## src/verilog/eeprom_ctl_cfg.svh

```systemverilog
`ifndef EEPROM_CTL_CFG_SVH
`define EEPROM_CTL_CFG_SVH

// Fixed device code and internal slave-select bits
`define DEV_CODE        4'ha
`define SLAVE_SEL       3'h0

// Clock and filter timing
`define CLK_PERIOD_NS   20
`define GLITCH_NS       50
`define FILT_CYC        ((`GLITCH_NS + `CLK_PERIOD_NS - 1) / `CLK_PERIOD_NS)

// Write inhibit hold after power-on reset release, in cycles
`define POR_HOLD_CYC    1000

// Dummy clock count of the interface reset sequence
`define RST_CLKS        4'h9
// SCL rises seen before the closing start: the dummy clocks plus the rise that frames that start
`define RST_RISES       (`RST_CLKS + 4'h1)

// Bit counts
`define BYTE_BITS       4'h8
`define ADDR_SHIFT_LSB  1

`endif

```

## src/verilog/eeprom_ctl_pkg.sv

```systemverilog
package eeprom_ctl_pkg;

  // Serial engine phases
  typedef enum logic [2:0] {
    ST_IDLE,
    ST_ADDR,
    ST_AACK,
    ST_WDATA,
    ST_WACK,
    ST_RDATA,
    ST_RACK
  } ser_state_t;

endpackage

```

## src/verilog/serial_eeprom_reset_protect.sv

```systemverilog
`timescale 1ns/1ps
`include "eeprom_ctl_cfg.svh"

module serial_eeprom_reset_protect #(
  parameter int POR_HOLD = `POR_HOLD_CYC  // Write inhibit cycles after reset
) (
  input  wire logic       ref_clk,      // System clock, 50 MHz
  input  wire logic       nrst,         // Async reset, active low
  input  wire logic       scl_i,        // SCL pin level
  input  wire logic       sda_i,        // SDA pin level
  output logic            sda_o,        // SDA drive value, always low
  output logic            sda_oe,       // SDA pull-down enable
  input  wire logic       wp_i,         // Write-protect pin
  input  wire logic       low_supply_i, // Supply monitor: at or below threshold
  input  wire logic       write_busy_i, // Nonvolatile write cycle running
  input  wire logic [7:0] tx_data_i,    // Read byte from array side
  output logic            tx_req,       // Pulse: tx_data_i taken
  output logic [7:0]      rx_byte,      // Last received data byte
  output logic            rx_valid,     // Pulse: rx_byte updated
  output logic            addr_rw,      // Read/write bit of matched address
  output logic            addr_hit,     // Pulse: own address acknowledged
  output logic            write_start,  // Pulse: begin nonvolatile write
  output logic            sw_reset      // Pulse: interface reset sequence seen
);

  if (POR_HOLD < 1 || POR_HOLD > 65535) begin : g_bad_hold
    $error("POR_HOLD out of range");
  end

  ////////////////////////////////////////////////////////////////////////////
  // Input synchronisers and glitch filters
  logic [1:0] pin_in;
  wire  [1:0] filt_r;
  assign pin_in = {sda_i, scl_i};

  genvar gi;
  generate
    for (gi = 0; gi < 2; gi++) begin : g_line
      logic       s1_r;
      logic       s2_r;
      logic [2:0] cnt_r;
      logic       flt_r;
      // Two flops before anything looks at the pin
      always_ff @(posedge ref_clk or negedge nrst) begin
        if (!nrst) begin
          s1_r <= 1'b1;
          s2_r <= 1'b1;
        end else begin
          s1_r <= pin_in[gi];
          s2_r <= s1_r;
        end
      end
      // A change must persist past the glitch window before it is accepted
      always_ff @(posedge ref_clk or negedge nrst) begin
        if (!nrst) begin
          cnt_r      <= 3'h0;
          flt_r      <= 1'b1;
        end else if (s2_r == flt_r) begin
          cnt_r <= 3'h0;
        end else if (cnt_r == 3'(`FILT_CYC)) begin
          flt_r      <= s2_r;
          cnt_r      <= 3'h0;
        end else begin
          cnt_r <= cnt_r + 3'h1;
        end
      end
      assign filt_r[gi] = flt_r;
    end
  endgenerate

  // Other level inputs, synchronised
  logic [2:0] lvl_s1_r;
  logic [2:0] lvl_s2_r;
  always_ff @(posedge ref_clk or negedge nrst) begin
    if (!nrst) begin
      lvl_s1_r <= 3'h3;
      lvl_s2_r <= 3'h3;
    end else begin
      lvl_s1_r <= {write_busy_i, low_supply_i, wp_i};
      lvl_s2_r <= lvl_s1_r;
    end
  end

  wire wp_s    = lvl_s2_r[0];
  wire low_s   = lvl_s2_r[1];
  wire busy_s  = lvl_s2_r[2];

  ////////////////////////////////////////////////////////////////////////////
  // Bus event decode
  logic scl_d_r;
  logic sda_d_r;
  always_ff @(posedge ref_clk or negedge nrst) begin
    if (!nrst) begin
      scl_d_r <= 1'b1;
      sda_d_r <= 1'b1;
    end else begin
      scl_d_r <= filt_r[0];
      sda_d_r <= filt_r[1];
    end
  end

  wire scl_f    = filt_r[0];
  wire sda_f    = filt_r[1];
  wire scl_rise = scl_f & ~scl_d_r;
  wire scl_fall = ~scl_f & scl_d_r;
  wire start_ev = scl_f & scl_d_r & sda_d_r & ~sda_f;
  wire stop_ev  = scl_f & scl_d_r & ~sda_d_r & sda_f;

  ////////////////////////////////////////////////////////////////////////////
  // Power-on write inhibit
  logic [15:0] por_cnt_r;
  always_ff @(posedge ref_clk or negedge nrst) begin
    if (!nrst) begin
      por_cnt_r <= 16'h0;
    end else if (por_cnt_r != 16'(POR_HOLD)) begin
      por_cnt_r <= por_cnt_r + 16'h1;
    end
  end
  wire por_done = (por_cnt_r == 16'(POR_HOLD));

  ////////////////////////////////////////////////////////////////////////////
  // Interface reset sequence detector: counts clocks after a start
  logic [3:0] rst_clk_r;
  logic       rst_arm_r;
  always_ff @(posedge ref_clk or negedge nrst) begin
    if (!nrst) begin
      rst_arm_r <= 1'b0;
      rst_clk_r <= 4'h0;
    end else if (start_ev) begin
      rst_arm_r <= ~busy_s;
      rst_clk_r <= 4'h0;
    end else if (stop_ev) begin
      rst_arm_r <= 1'b0;
    end else if (scl_rise && rst_arm_r && rst_clk_r != 4'hf) begin
      rst_clk_r <= rst_clk_r + 4'h1;
    end
  end
  // Busy device ignores the sequence entirely
  wire sw_rst_hit = start_ev & rst_arm_r & ~busy_s & (rst_clk_r == `RST_RISES);

  ////////////////////////////////////////////////////////////////////////////
  // Serial engine

  eeprom_ctl_pkg::ser_state_t state_r;
  eeprom_ctl_pkg::ser_state_t state_nxt;
  logic [3:0] bit_r;
  logic [7:0] sh_r;
  logic [7:0] tx_r;
  logic       oe_r;
  logic       rw_r;
  logic       got_byte_r;
  logic       wp_seen_r;
  logic       nack_r;

  wire addr_match = (sh_r[7:4] == `DEV_CODE) && (sh_r[3:1] == `SLAVE_SEL);
  wire in_write   = (state_r == eeprom_ctl_pkg::ST_WDATA) || (state_r == eeprom_ctl_pkg::ST_WACK);
  wire write_ok   = stop_ev & in_write & got_byte_r & ~wp_seen_r & ~wp_s & ~low_s & por_done;
  wire byte_end   = scl_fall & (bit_r == `BYTE_BITS);

  // Next phase; a start reopens addressing unless busy (then idle), so a half command is dropped
  always_comb begin
    state_nxt = state_r;
    if (start_ev) begin
      state_nxt = busy_s ? eeprom_ctl_pkg::ST_IDLE : eeprom_ctl_pkg::ST_ADDR;
    end else if (stop_ev || busy_s) begin
      state_nxt = eeprom_ctl_pkg::ST_IDLE;
    end else begin
      case (state_r)
        eeprom_ctl_pkg::ST_ADDR:  if (byte_end) state_nxt = addr_match ? eeprom_ctl_pkg::ST_AACK
                                                                       : eeprom_ctl_pkg::ST_IDLE;
        eeprom_ctl_pkg::ST_AACK:  if (scl_fall) state_nxt = rw_r ? eeprom_ctl_pkg::ST_RDATA
                                                                 : eeprom_ctl_pkg::ST_WDATA;
        eeprom_ctl_pkg::ST_WDATA: if (byte_end) state_nxt = eeprom_ctl_pkg::ST_WACK;
        eeprom_ctl_pkg::ST_WACK:  if (scl_fall) state_nxt = eeprom_ctl_pkg::ST_WDATA;
        eeprom_ctl_pkg::ST_RDATA: if (byte_end) state_nxt = eeprom_ctl_pkg::ST_RACK;
        eeprom_ctl_pkg::ST_RACK:  if (scl_fall) state_nxt = nack_r ? eeprom_ctl_pkg::ST_IDLE
                                                                   : eeprom_ctl_pkg::ST_RDATA;
        default:                  state_nxt = state_r;
      endcase
    end
  end

  wire load_tx = ~start_ev & ~stop_ev & ~busy_s & scl_fall & (
                 ((state_r == eeprom_ctl_pkg::ST_AACK) & rw_r) |
                 ((state_r == eeprom_ctl_pkg::ST_RACK) & ~nack_r));
  wire rx_done = ~start_ev & ~stop_ev & ~busy_s & byte_end & (state_r == eeprom_ctl_pkg::ST_WDATA);
  wire a_done  = ~start_ev & ~stop_ev & ~busy_s & byte_end & (state_r == eeprom_ctl_pkg::ST_ADDR) & addr_match;

  // Phase register and bit counter
  always_ff @(posedge ref_clk or negedge nrst) begin
    if (!nrst) begin
      state_r <= eeprom_ctl_pkg::ST_IDLE;
      bit_r   <= 4'h0;
    end else begin
      state_r <= state_nxt;
      if (state_nxt != state_r || start_ev) begin
        bit_r <= 4'h0;
      end else if (scl_rise) begin
        bit_r <= bit_r + 4'h1;
      end
    end
  end

  // Shifting and per-transaction flags
  always_ff @(posedge ref_clk or negedge nrst) begin
    if (!nrst) begin
      sh_r       <= 8'h00;
      tx_r       <= 8'h00;
      rw_r       <= 1'b0;
      nack_r     <= 1'b0;
      got_byte_r <= 1'b0;
      wp_seen_r  <= 1'b0;
    end else begin
      if (scl_rise) begin
        sh_r   <= {sh_r[6:0], sda_f};
        nack_r <= sda_f;
      end
      if (a_done) begin
        rw_r <= sh_r[0];
      end
      if (load_tx) begin
        tx_r <= tx_data_i;
      end else if (scl_fall && state_r == eeprom_ctl_pkg::ST_RDATA) begin
        tx_r <= {tx_r[6:0], 1'b0};
      end
      // Protect pin must stay low for the whole transaction
      if (start_ev) begin
        got_byte_r <= 1'b0;
        wp_seen_r  <= wp_s;
      end else begin
        got_byte_r <= got_byte_r | rx_done;
        wp_seen_r  <= wp_seen_r | wp_s;
      end
    end
  end

  // SDA pull-down: acks and read zeros, even mid reset sequence
  always_ff @(posedge ref_clk or negedge nrst) begin
    if (!nrst) begin
      oe_r <= 1'b0;
    end else if (start_ev || stop_ev || busy_s) begin
      oe_r <= 1'b0;
    end else if (a_done || rx_done) begin
      oe_r <= 1'b1;
    end else if (load_tx) begin
      oe_r <= ~tx_data_i[7];
    end else if (scl_fall && state_r == eeprom_ctl_pkg::ST_RDATA) begin
      oe_r <= (bit_r == `BYTE_BITS) ? 1'b0 : ~tx_r[6];
    end else if (scl_fall && state_r != eeprom_ctl_pkg::ST_ADDR && state_r != eeprom_ctl_pkg::ST_WDATA) begin
      oe_r <= 1'b0;
    end
  end

  // Registered output strobes and data
  always_ff @(posedge ref_clk or negedge nrst) begin
    if (!nrst) begin
      rx_byte     <= 8'h00;
      rx_valid    <= 1'b0;
      addr_hit    <= 1'b0;
      tx_req      <= 1'b0;
      write_start <= 1'b0;
      sw_reset    <= 1'b0;
    end else begin
      if (rx_done) begin
        rx_byte <= sh_r;
      end
      rx_valid    <= rx_done;
      addr_hit    <= a_done;
      tx_req      <= load_tx;
      write_start <= write_ok;
      sw_reset    <= sw_rst_hit;
    end
  end

  assign sda_o   = 1'b0;
  assign sda_oe  = oe_r;
  assign addr_rw = rw_r;

endmodule

```

## config.mk

```make
export PLATFORM = sky130hd
export DESIGN_NAME = serial_eeprom_reset_protect
export DESIGN_NICKNAME = d
export VERILOG_FILES = /design/src/verilog/eeprom_ctl_pkg.sv /design/src/verilog/serial_eeprom_reset_protect.sv
export VERILOG_INCLUDE_DIRS = /design/src /design/src/verilog
export SDC_FILE = /design/constraint.sdc
export NUM_CORES = 1
export LEC_CHECK = 0
export ABC_AREA = 1
export BUFFER_PORTS_ARGS = -buffer_cell sky130_fd_sc_hd__buf_4
export CAP_MARGIN = 20
export CORE_MARGIN = 5
export CORE_UTILIZATION = 54
export CTS_CLUSTER_DIAMETER = 100
export DETAILED_ROUTE_END_ITERATION = 10
export PLACE_DENSITY = 0.73
export SLEW_MARGIN = 15
export SYNTH_ARGS = -nofsm -noshare
export SYNTH_HDL_FRONTEND = slang
export SYNTH_SLANG_ARGS = --single-unit
```

## constraint.sdc

```tcl
create_clock -name ref_clk -period 2 [get_ports ref_clk]
set_input_delay 0.2 -clock ref_clk [delete_from_list [all_inputs] [get_ports ref_clk]]
set_output_delay 0.2 -clock ref_clk [all_outputs]
set_load 0.02 [all_outputs]
```

## Word-level counts from Yosys, hierarchy flattened

Cells that the tools add are included.

| cells by class | value |
|---|---|
| reduce and logical (&&, ||, !) cells | 21 |
| equality and inequality tests | 20 |
| multiplexer cells | 34 |
| shift operators | 0 |
| magnitude comparators | 0 |
| $mul | 0 |
| $add $sub $neg | 5 |
| div/mod/pow operators | 0 |
| bitwise gates (word level) | 45 |

Operators by type and width:

| cell | number |
|---|---|
| $mux 3 | 14 |
| $and 1x1->1 | 27 |
| $mux 4 | 5 |
| $pmux 3 s6 | 1 |
| $add 16x1->16 const B | 1 |
| $eq 16x10->1 const B | 1 |
| $ne 16x10->1 const B | 1 |
| $not 1->1 | 15 |
| $mux 7 | 2 |
| $eq 3x2->1 const B | 4 |
| $eq 4x4->1 const B | 3 |
| $mux 1 | 11 |
| $eq 3x3->1 const B | 3 |
| $add 4x1->4 const B | 2 |
| $reduce_bool 2->1 | 4 |
| $add 3x1->3 const B | 2 |
| $logic_and 1x1->1 | 6 |
| $logic_or 1x1->1 | 6 |
| $reduce_and 2->1 | 3 |
| $reduce_bool 5->1 | 1 |
| $ne 4x4->1 const B | 1 |
| $eq 3x1->1 const B | 1 |
| $logic_not 3->1 | 1 |
| $ne 3x1->1 const B | 1 |
| 6 further kinds | 9 |

| storage, ports and cells | value |
|---|---|
| register bits | 81 |
| bits in latches | 0 |
| memory bits (writable) | 0 |
| memories | 0 |
| input port bits | 15 |
| memory bits (read-only) | 0 |
| logic and storage cells | 155 |
| output and inout bits | 16 |

## Logic depth before layout (Yosys ltp)

| logic depth | value |
|---|---|
| word-level depth | 12 |
| depth in mapped cells | 15 |
| depth with buffers taken out | 15 |

## Worst setup path after synthesis

Ideal clock, no wire load.

| timing path | value |
|---|---|
| path kind | reg-to-reg |
| start point | reg bit_r[0] |
| end point | reg bit_r[2] |
| setup slack | 457 ps |
| data arrival time | 1424 ps |
| required time | 1880 ps |
| stages on the path, launching flop included | 16 |
| cell sequence | dfrtp_1 inv_1 ha_1 nand2_1 nor2_1 nand2_1 nand2_1 nand2_1 o21ai_1 nand2_1 nand2_1 nand2_1 nand2_1 nand2_1 nand2_2 nor2_1 |

| between the ends | value |
|---|---|
| longest elaborated chain between the ends | 9 |
| elaborated cells on any way between the ends | 14 |
| classes of those cells | 1 x add/sub; 2 x eq/ne; 8 x mux; 1 x bitwise; 2 x reduce/logical |

RTL lines:

| element | line | RTL |
|---|---|---|
| start, declared | serial_eeprom_reset_protect.sv:146 | `logic [3:0] bit_r;` |
| start signal, assigned | serial_eeprom_reset_protect.sv:199 | `bit_r <= bit_r + 4'h1;` |
| $eq 4x4->1 (no source line) (*) | - |  |
| $and 1x1->1 (*) | serial_eeprom_reset_protect.sv:158 | `` wire byte_end = scl_fall & (bit_r == `BYTE_BITS); `` |
| $mux 3 (on tied branches) | serial_eeprom_reset_protect.sv:175, serial_eeprom_reset_protect.sv:169, serial_eeprom_reset_protect.sv:173 |  |
| $pmux 3 s6 (*) | serial_eeprom_reset_protect.sv:168 | `case (state_r)` |
| $mux 3 (*) | serial_eeprom_reset_protect.sv:165 | `end else if (stop_ev \|\| busy_s) begin` |
| $mux 3 (*) | serial_eeprom_reset_protect.sv:163 | `if (start_ev) begin` |
| named net state_nxt[0] | serial_eeprom_reset_protect.sv:145 | `eeprom_ctl_pkg::ser_state_t state_nxt;` |
| $ne 3x3->1 (*) | serial_eeprom_reset_protect.sv:196 | `if (state_nxt != state_r \|\| start_ev) begin` |
| $logic_or 1x1->1 (*) | serial_eeprom_reset_protect.sv:196 |  |
| $mux 4 / $reduce_bool 2->1 (equally long branches) | - |  |

Mark *: on every way through the listed nets, which the timed path passes. The rest lies on a longest branch. The select of a mux whose other input is x is not followed.
A chain may end at the register's enable or synchronous reset.

## Worst setup path in the final report

| timing path | value |
|---|---|
| start point | reg g_line[0].flt_r |
| end point | reg oe_r, in the netlist sda_oe |

| between the ends | value |
|---|---|
| elaborated cells on any way between the ends | 29 |
| classes of those cells | 4 x mux; 18 x bitwise; 7 x reduce/logical |

RTL lines:

| element | line | RTL |
|---|---|---|
| start, declared | serial_eeprom_reset_protect.sv:42 | `logic flt_r;` |
| start signal, assigned | serial_eeprom_reset_protect.sv:61 | `flt_r <= s2_r;` |
| $and 1x1->1 | serial_eeprom_reset_protect.sv:106, serial_eeprom_reset_protect.sv:107 |  |
| $and 1x1->1 (on tied branches) (2 in a row) | serial_eeprom_reset_protect.sv:106, serial_eeprom_reset_protect.sv:107 |  |
| $not 1->1 | serial_eeprom_reset_protect.sv:186 | `wire rx_done = ~start_ev & ~stop_ev & ~busy_s & byte_end & (state_r == eeprom_ctl_pkg::ST_WDATA);` |
| $and 1x1->1 (2 in a row) | serial_eeprom_reset_protect.sv:186 |  |
| $and 1x1->1 (*) (2 in a row) | serial_eeprom_reset_protect.sv:186 |  |
| named net rx_done | serial_eeprom_reset_protect.sv:186 |  |
| $logic_or 1x1->1 (*) | serial_eeprom_reset_protect.sv:243 | `end else if (a_done \|\| rx_done) begin` |
| $mux 1 | serial_eeprom_reset_protect.sv:243 |  |
| $mux 1 | serial_eeprom_reset_protect.sv:241 | `end else if (start_ev \|\| stop_ev \|\| busy_s) begin` |
| end signal, assigned | serial_eeprom_reset_protect.sv:246 | `oe_r <= ~tx_data_i[7];` |
| end signal, assigned | serial_eeprom_reset_protect.sv:248 | `` oe_r <= (bit_r == `BYTE_BITS) ? 1'b0 : ~tx_r[6]; `` |
| end, declared | serial_eeprom_reset_protect.sv:149 | `logic oe_r;` |

Mark *: on every way through the listed nets, which the timed path passes. The rest lies on a longest branch.

==> results.cfg <==
[grt]
grt.overflow.total = 0
antenna_found_initial = 0
first_global_vias = 2537
grt_first_pass_wirelength_um = 11450
grt_max_degree = 40
grt_usage_pct = 16.93

[power_and_ir_drop]
p_leak_nw = 2.024
vdd_drop_max_mv = 0.8981
power_density_nw_per_um2 = 1059

[worst_setup_path]
cp.arrival_ns = 2.02
cp_slowest_cell = dfstp_2
crit_family = flip-flops
critical_path.max_fanout = 18
crit_chain = nand2_1 -> inv_1 -> nand3_2 -> inv_2 -> nor2_4 -> inv_2 -> nor2_4 -> inv_4 -> nand3_1 -> a21oi_1 -> nor2_1
start_kind = register
critPathKind = reg2reg
endpoint_kind = register
max_stage_delay_ns = 0.61
critical_path_buf_inv_count = 4
crit_required_ns = 2.25

[place]
preCtsSetupSlack_ns = 0.1780
dp_hpwl_um = 4722
place_congestion = 0.8559
dp_cells = 483
io_buffers = 29

[sta]
finalCritPeriodShare_pct = 88.80
slew_headroom_pct = 66.39
setup_ws_ns = 0.2241
min_period_ns = 1.776
hold_viol = 0
drv_slew = 0
setup_viol = 0
final.setup_skew_ns = 0.007883
rsz0062_at_grt = no
tightest_slew_ns = 0.5041
whs_ns = 0.05399
fmax_mhz = 563.1
setup_tns_ns = 0

[cells_and_area]
syn2layout_area_growth_pct = 17.14
drive_gt1_share_pct = 22.90
final_cell_mix = nand2_1 (72), dfrtp_1 (68), inv_1 (46), nor2_1 (36), buf_4 (36)
final_nets = 446
final_cells = 505
final_common_cell = nand2_1
antenna_cells = 0

[route]
drt_pass1_iterations = 5
vias_per_cell = 5.210
vias = 2631
drt-initial-drc-count = 104
totalWireLength_um = 6610
drc = 0
wl_per_cell_um = 13.09
postRouteAntennaNets = 0

[worst_hold_path]
hold_path_class = in2reg

[cts]
ctsRootBufferMaster = clkbuf_8
cts_sinks = 80
h-tree-depth = 3
clock_latency_ns = 0.35
cts_inserted_buffers = 9
clkTransAtPathRegs_ns = 0.08
cts_buffer_depth = 2
cts_tree = done

[floorplanning]
core_area_um2 = 6386
pin_count = 31
dieArea_um2 = 8365
rows = 29
die_x_um = 91.46
initial_core_util_pct = 56.11
die_height_um = 91.46

[synthesis]
syn-instance-count = 376
synthesis.nets = 399
yosys.area.top_type_share_pct = 47.49
synth_warnings = 0
synth_area_leaders = dfrtp_1 (47%), dfstp_2 (8.8%), nand2_1 (7.5%)
syn_area_um2 = 3583
yosysSeqAreaShare_pct = 56.28
ys_types = 39
syn_avg_cell_area_um2 = 9.530
ys_ff_latch = 80
netlist.top_cell.by_area = dfrtp_1

[run]
max-cap-violations = 0

[outcome]
status = finished, final reports clean
[stage by stage]
| step | power (W) | util, % | cell area [um2] |
|---|---|---|---|
| after global routing | 0.004744 | 65.73 | 4198 |
| after CTS | 0.004470 | 65.54 | 4185 |
| final | 0.004445 | 65.73 | 4198 |
| after floorplan | 0.002861 | - | 3583 |
| after global placement | 0.003098 | 61.13 | 3904 |
| after detailed placement | 0.003137 | 61.13 | 3904 |
[routing by layer]
layer,track usage [%],vias to the layer above,share of wire (%)
met5,0,-,0
met4,7.946,0,2.5
met3,5.041,16,5.9
met2,25.95,58,46
met1,22.06,1251,46
li1,-,1306,-
[registers in the layout (all words and copies together), names as in the netlist, 2 cells and up]
register	flops
tx_r	7
sh_r	8
bit_r	4
g_line.s1_r	2
rx_byte	8
por_cnt_r	16
lvl_s1_r	3
state_r	3
rst_clk_r	4
g_line.cnt_r	6
g_line.flt_r	2
g_line.s2_r	2
lvl_s2_r	3
[what timing repair did]
action,CTS,global route
setup endpoints to repair,0,4
buffers inserted,0,0
hold buffers,6,0
resized for setup,0,4
hold endpoints to repair,37,0
[final timing paths]
kind | start | to | slack (ns) | cells after the start
max | g_line[0].flt_r | sda_oe | 0.22 | 11
min | tx_data_i[0] | tx_r[0] | 0.05 | 3
max reg2reg | g_line[0].flt_r | sda_oe | 0.22 | 11
min reg2reg | g_line[0].s1_r | g_line[0].s2_r | 0.35 | 0
max in group asynchronous | nrst | lvl_s1_r[0] | 0.95 | 3
min in group asynchronous | nrst | tx_r[0] | 0.37 | 2
[cell type report]
class / instances / area (um2)
fillers: 514 / 2188
flip-flops and latches: 80 / 2017
multi-input cells: 237 / 1331
repair buffers: 42 / 330.3
inverters: 53 / 201.4
clock buffers: 10 / 127.6
well taps: 77 / 96.34
clock inverters: 6 / 93.84
[power by group]
part | internal [W] | switching [W] | leakage, nW
clock network | 0.000712 | 0.000600 | 0.107
logic | 0.000357 | 0.000685 | 0.918
registers | 0.00188 | 0.000214 | 0.998
total | 0.00295 | 0.00150 | 2.02
[cell usage after synthesis, drive strengths merged]
cell type / n
xor2: 12
o311ai: 1
o21ai: 25
nand4: 6
nor3b: 3
conb: 1
nor4b: 1
xnor2: 4
o31ai: 1
o211ai: 1
o221ai: 5
dfrtp: 68
inv: 53
or2: 1
and3: 1
buf: 5
clkbuf: 1
nand2: 74
nor3: 10
dfstp: 12
o22ai: 2
nand3: 23
ha: 8
a31oi: 1
a2111oi: 1
a21oi: 12
nor2: 44
[tightest hold or removal path, stage by stage]
cell and delay (ns):
buf_4 0.08, nand2_1 0.04, o21ai_0 0.06
[cell families (layout without fill, tap and decap cells)]
logic type	Yosys count	in the layout	share of synthesized area [%]
buffers and inverters	59	111	6.913
adder cells (fa/ha/maj)	8	8	2.793
AND/OR/NAND/NOR	163	163	21.33
other	1	1	0.1046
XOR/XNOR	16	16	3.910
AO/OA/AOI/OAI	49	49	8.660
flip-flops	80	80	56.28
(Power assumes the default switching activity.)
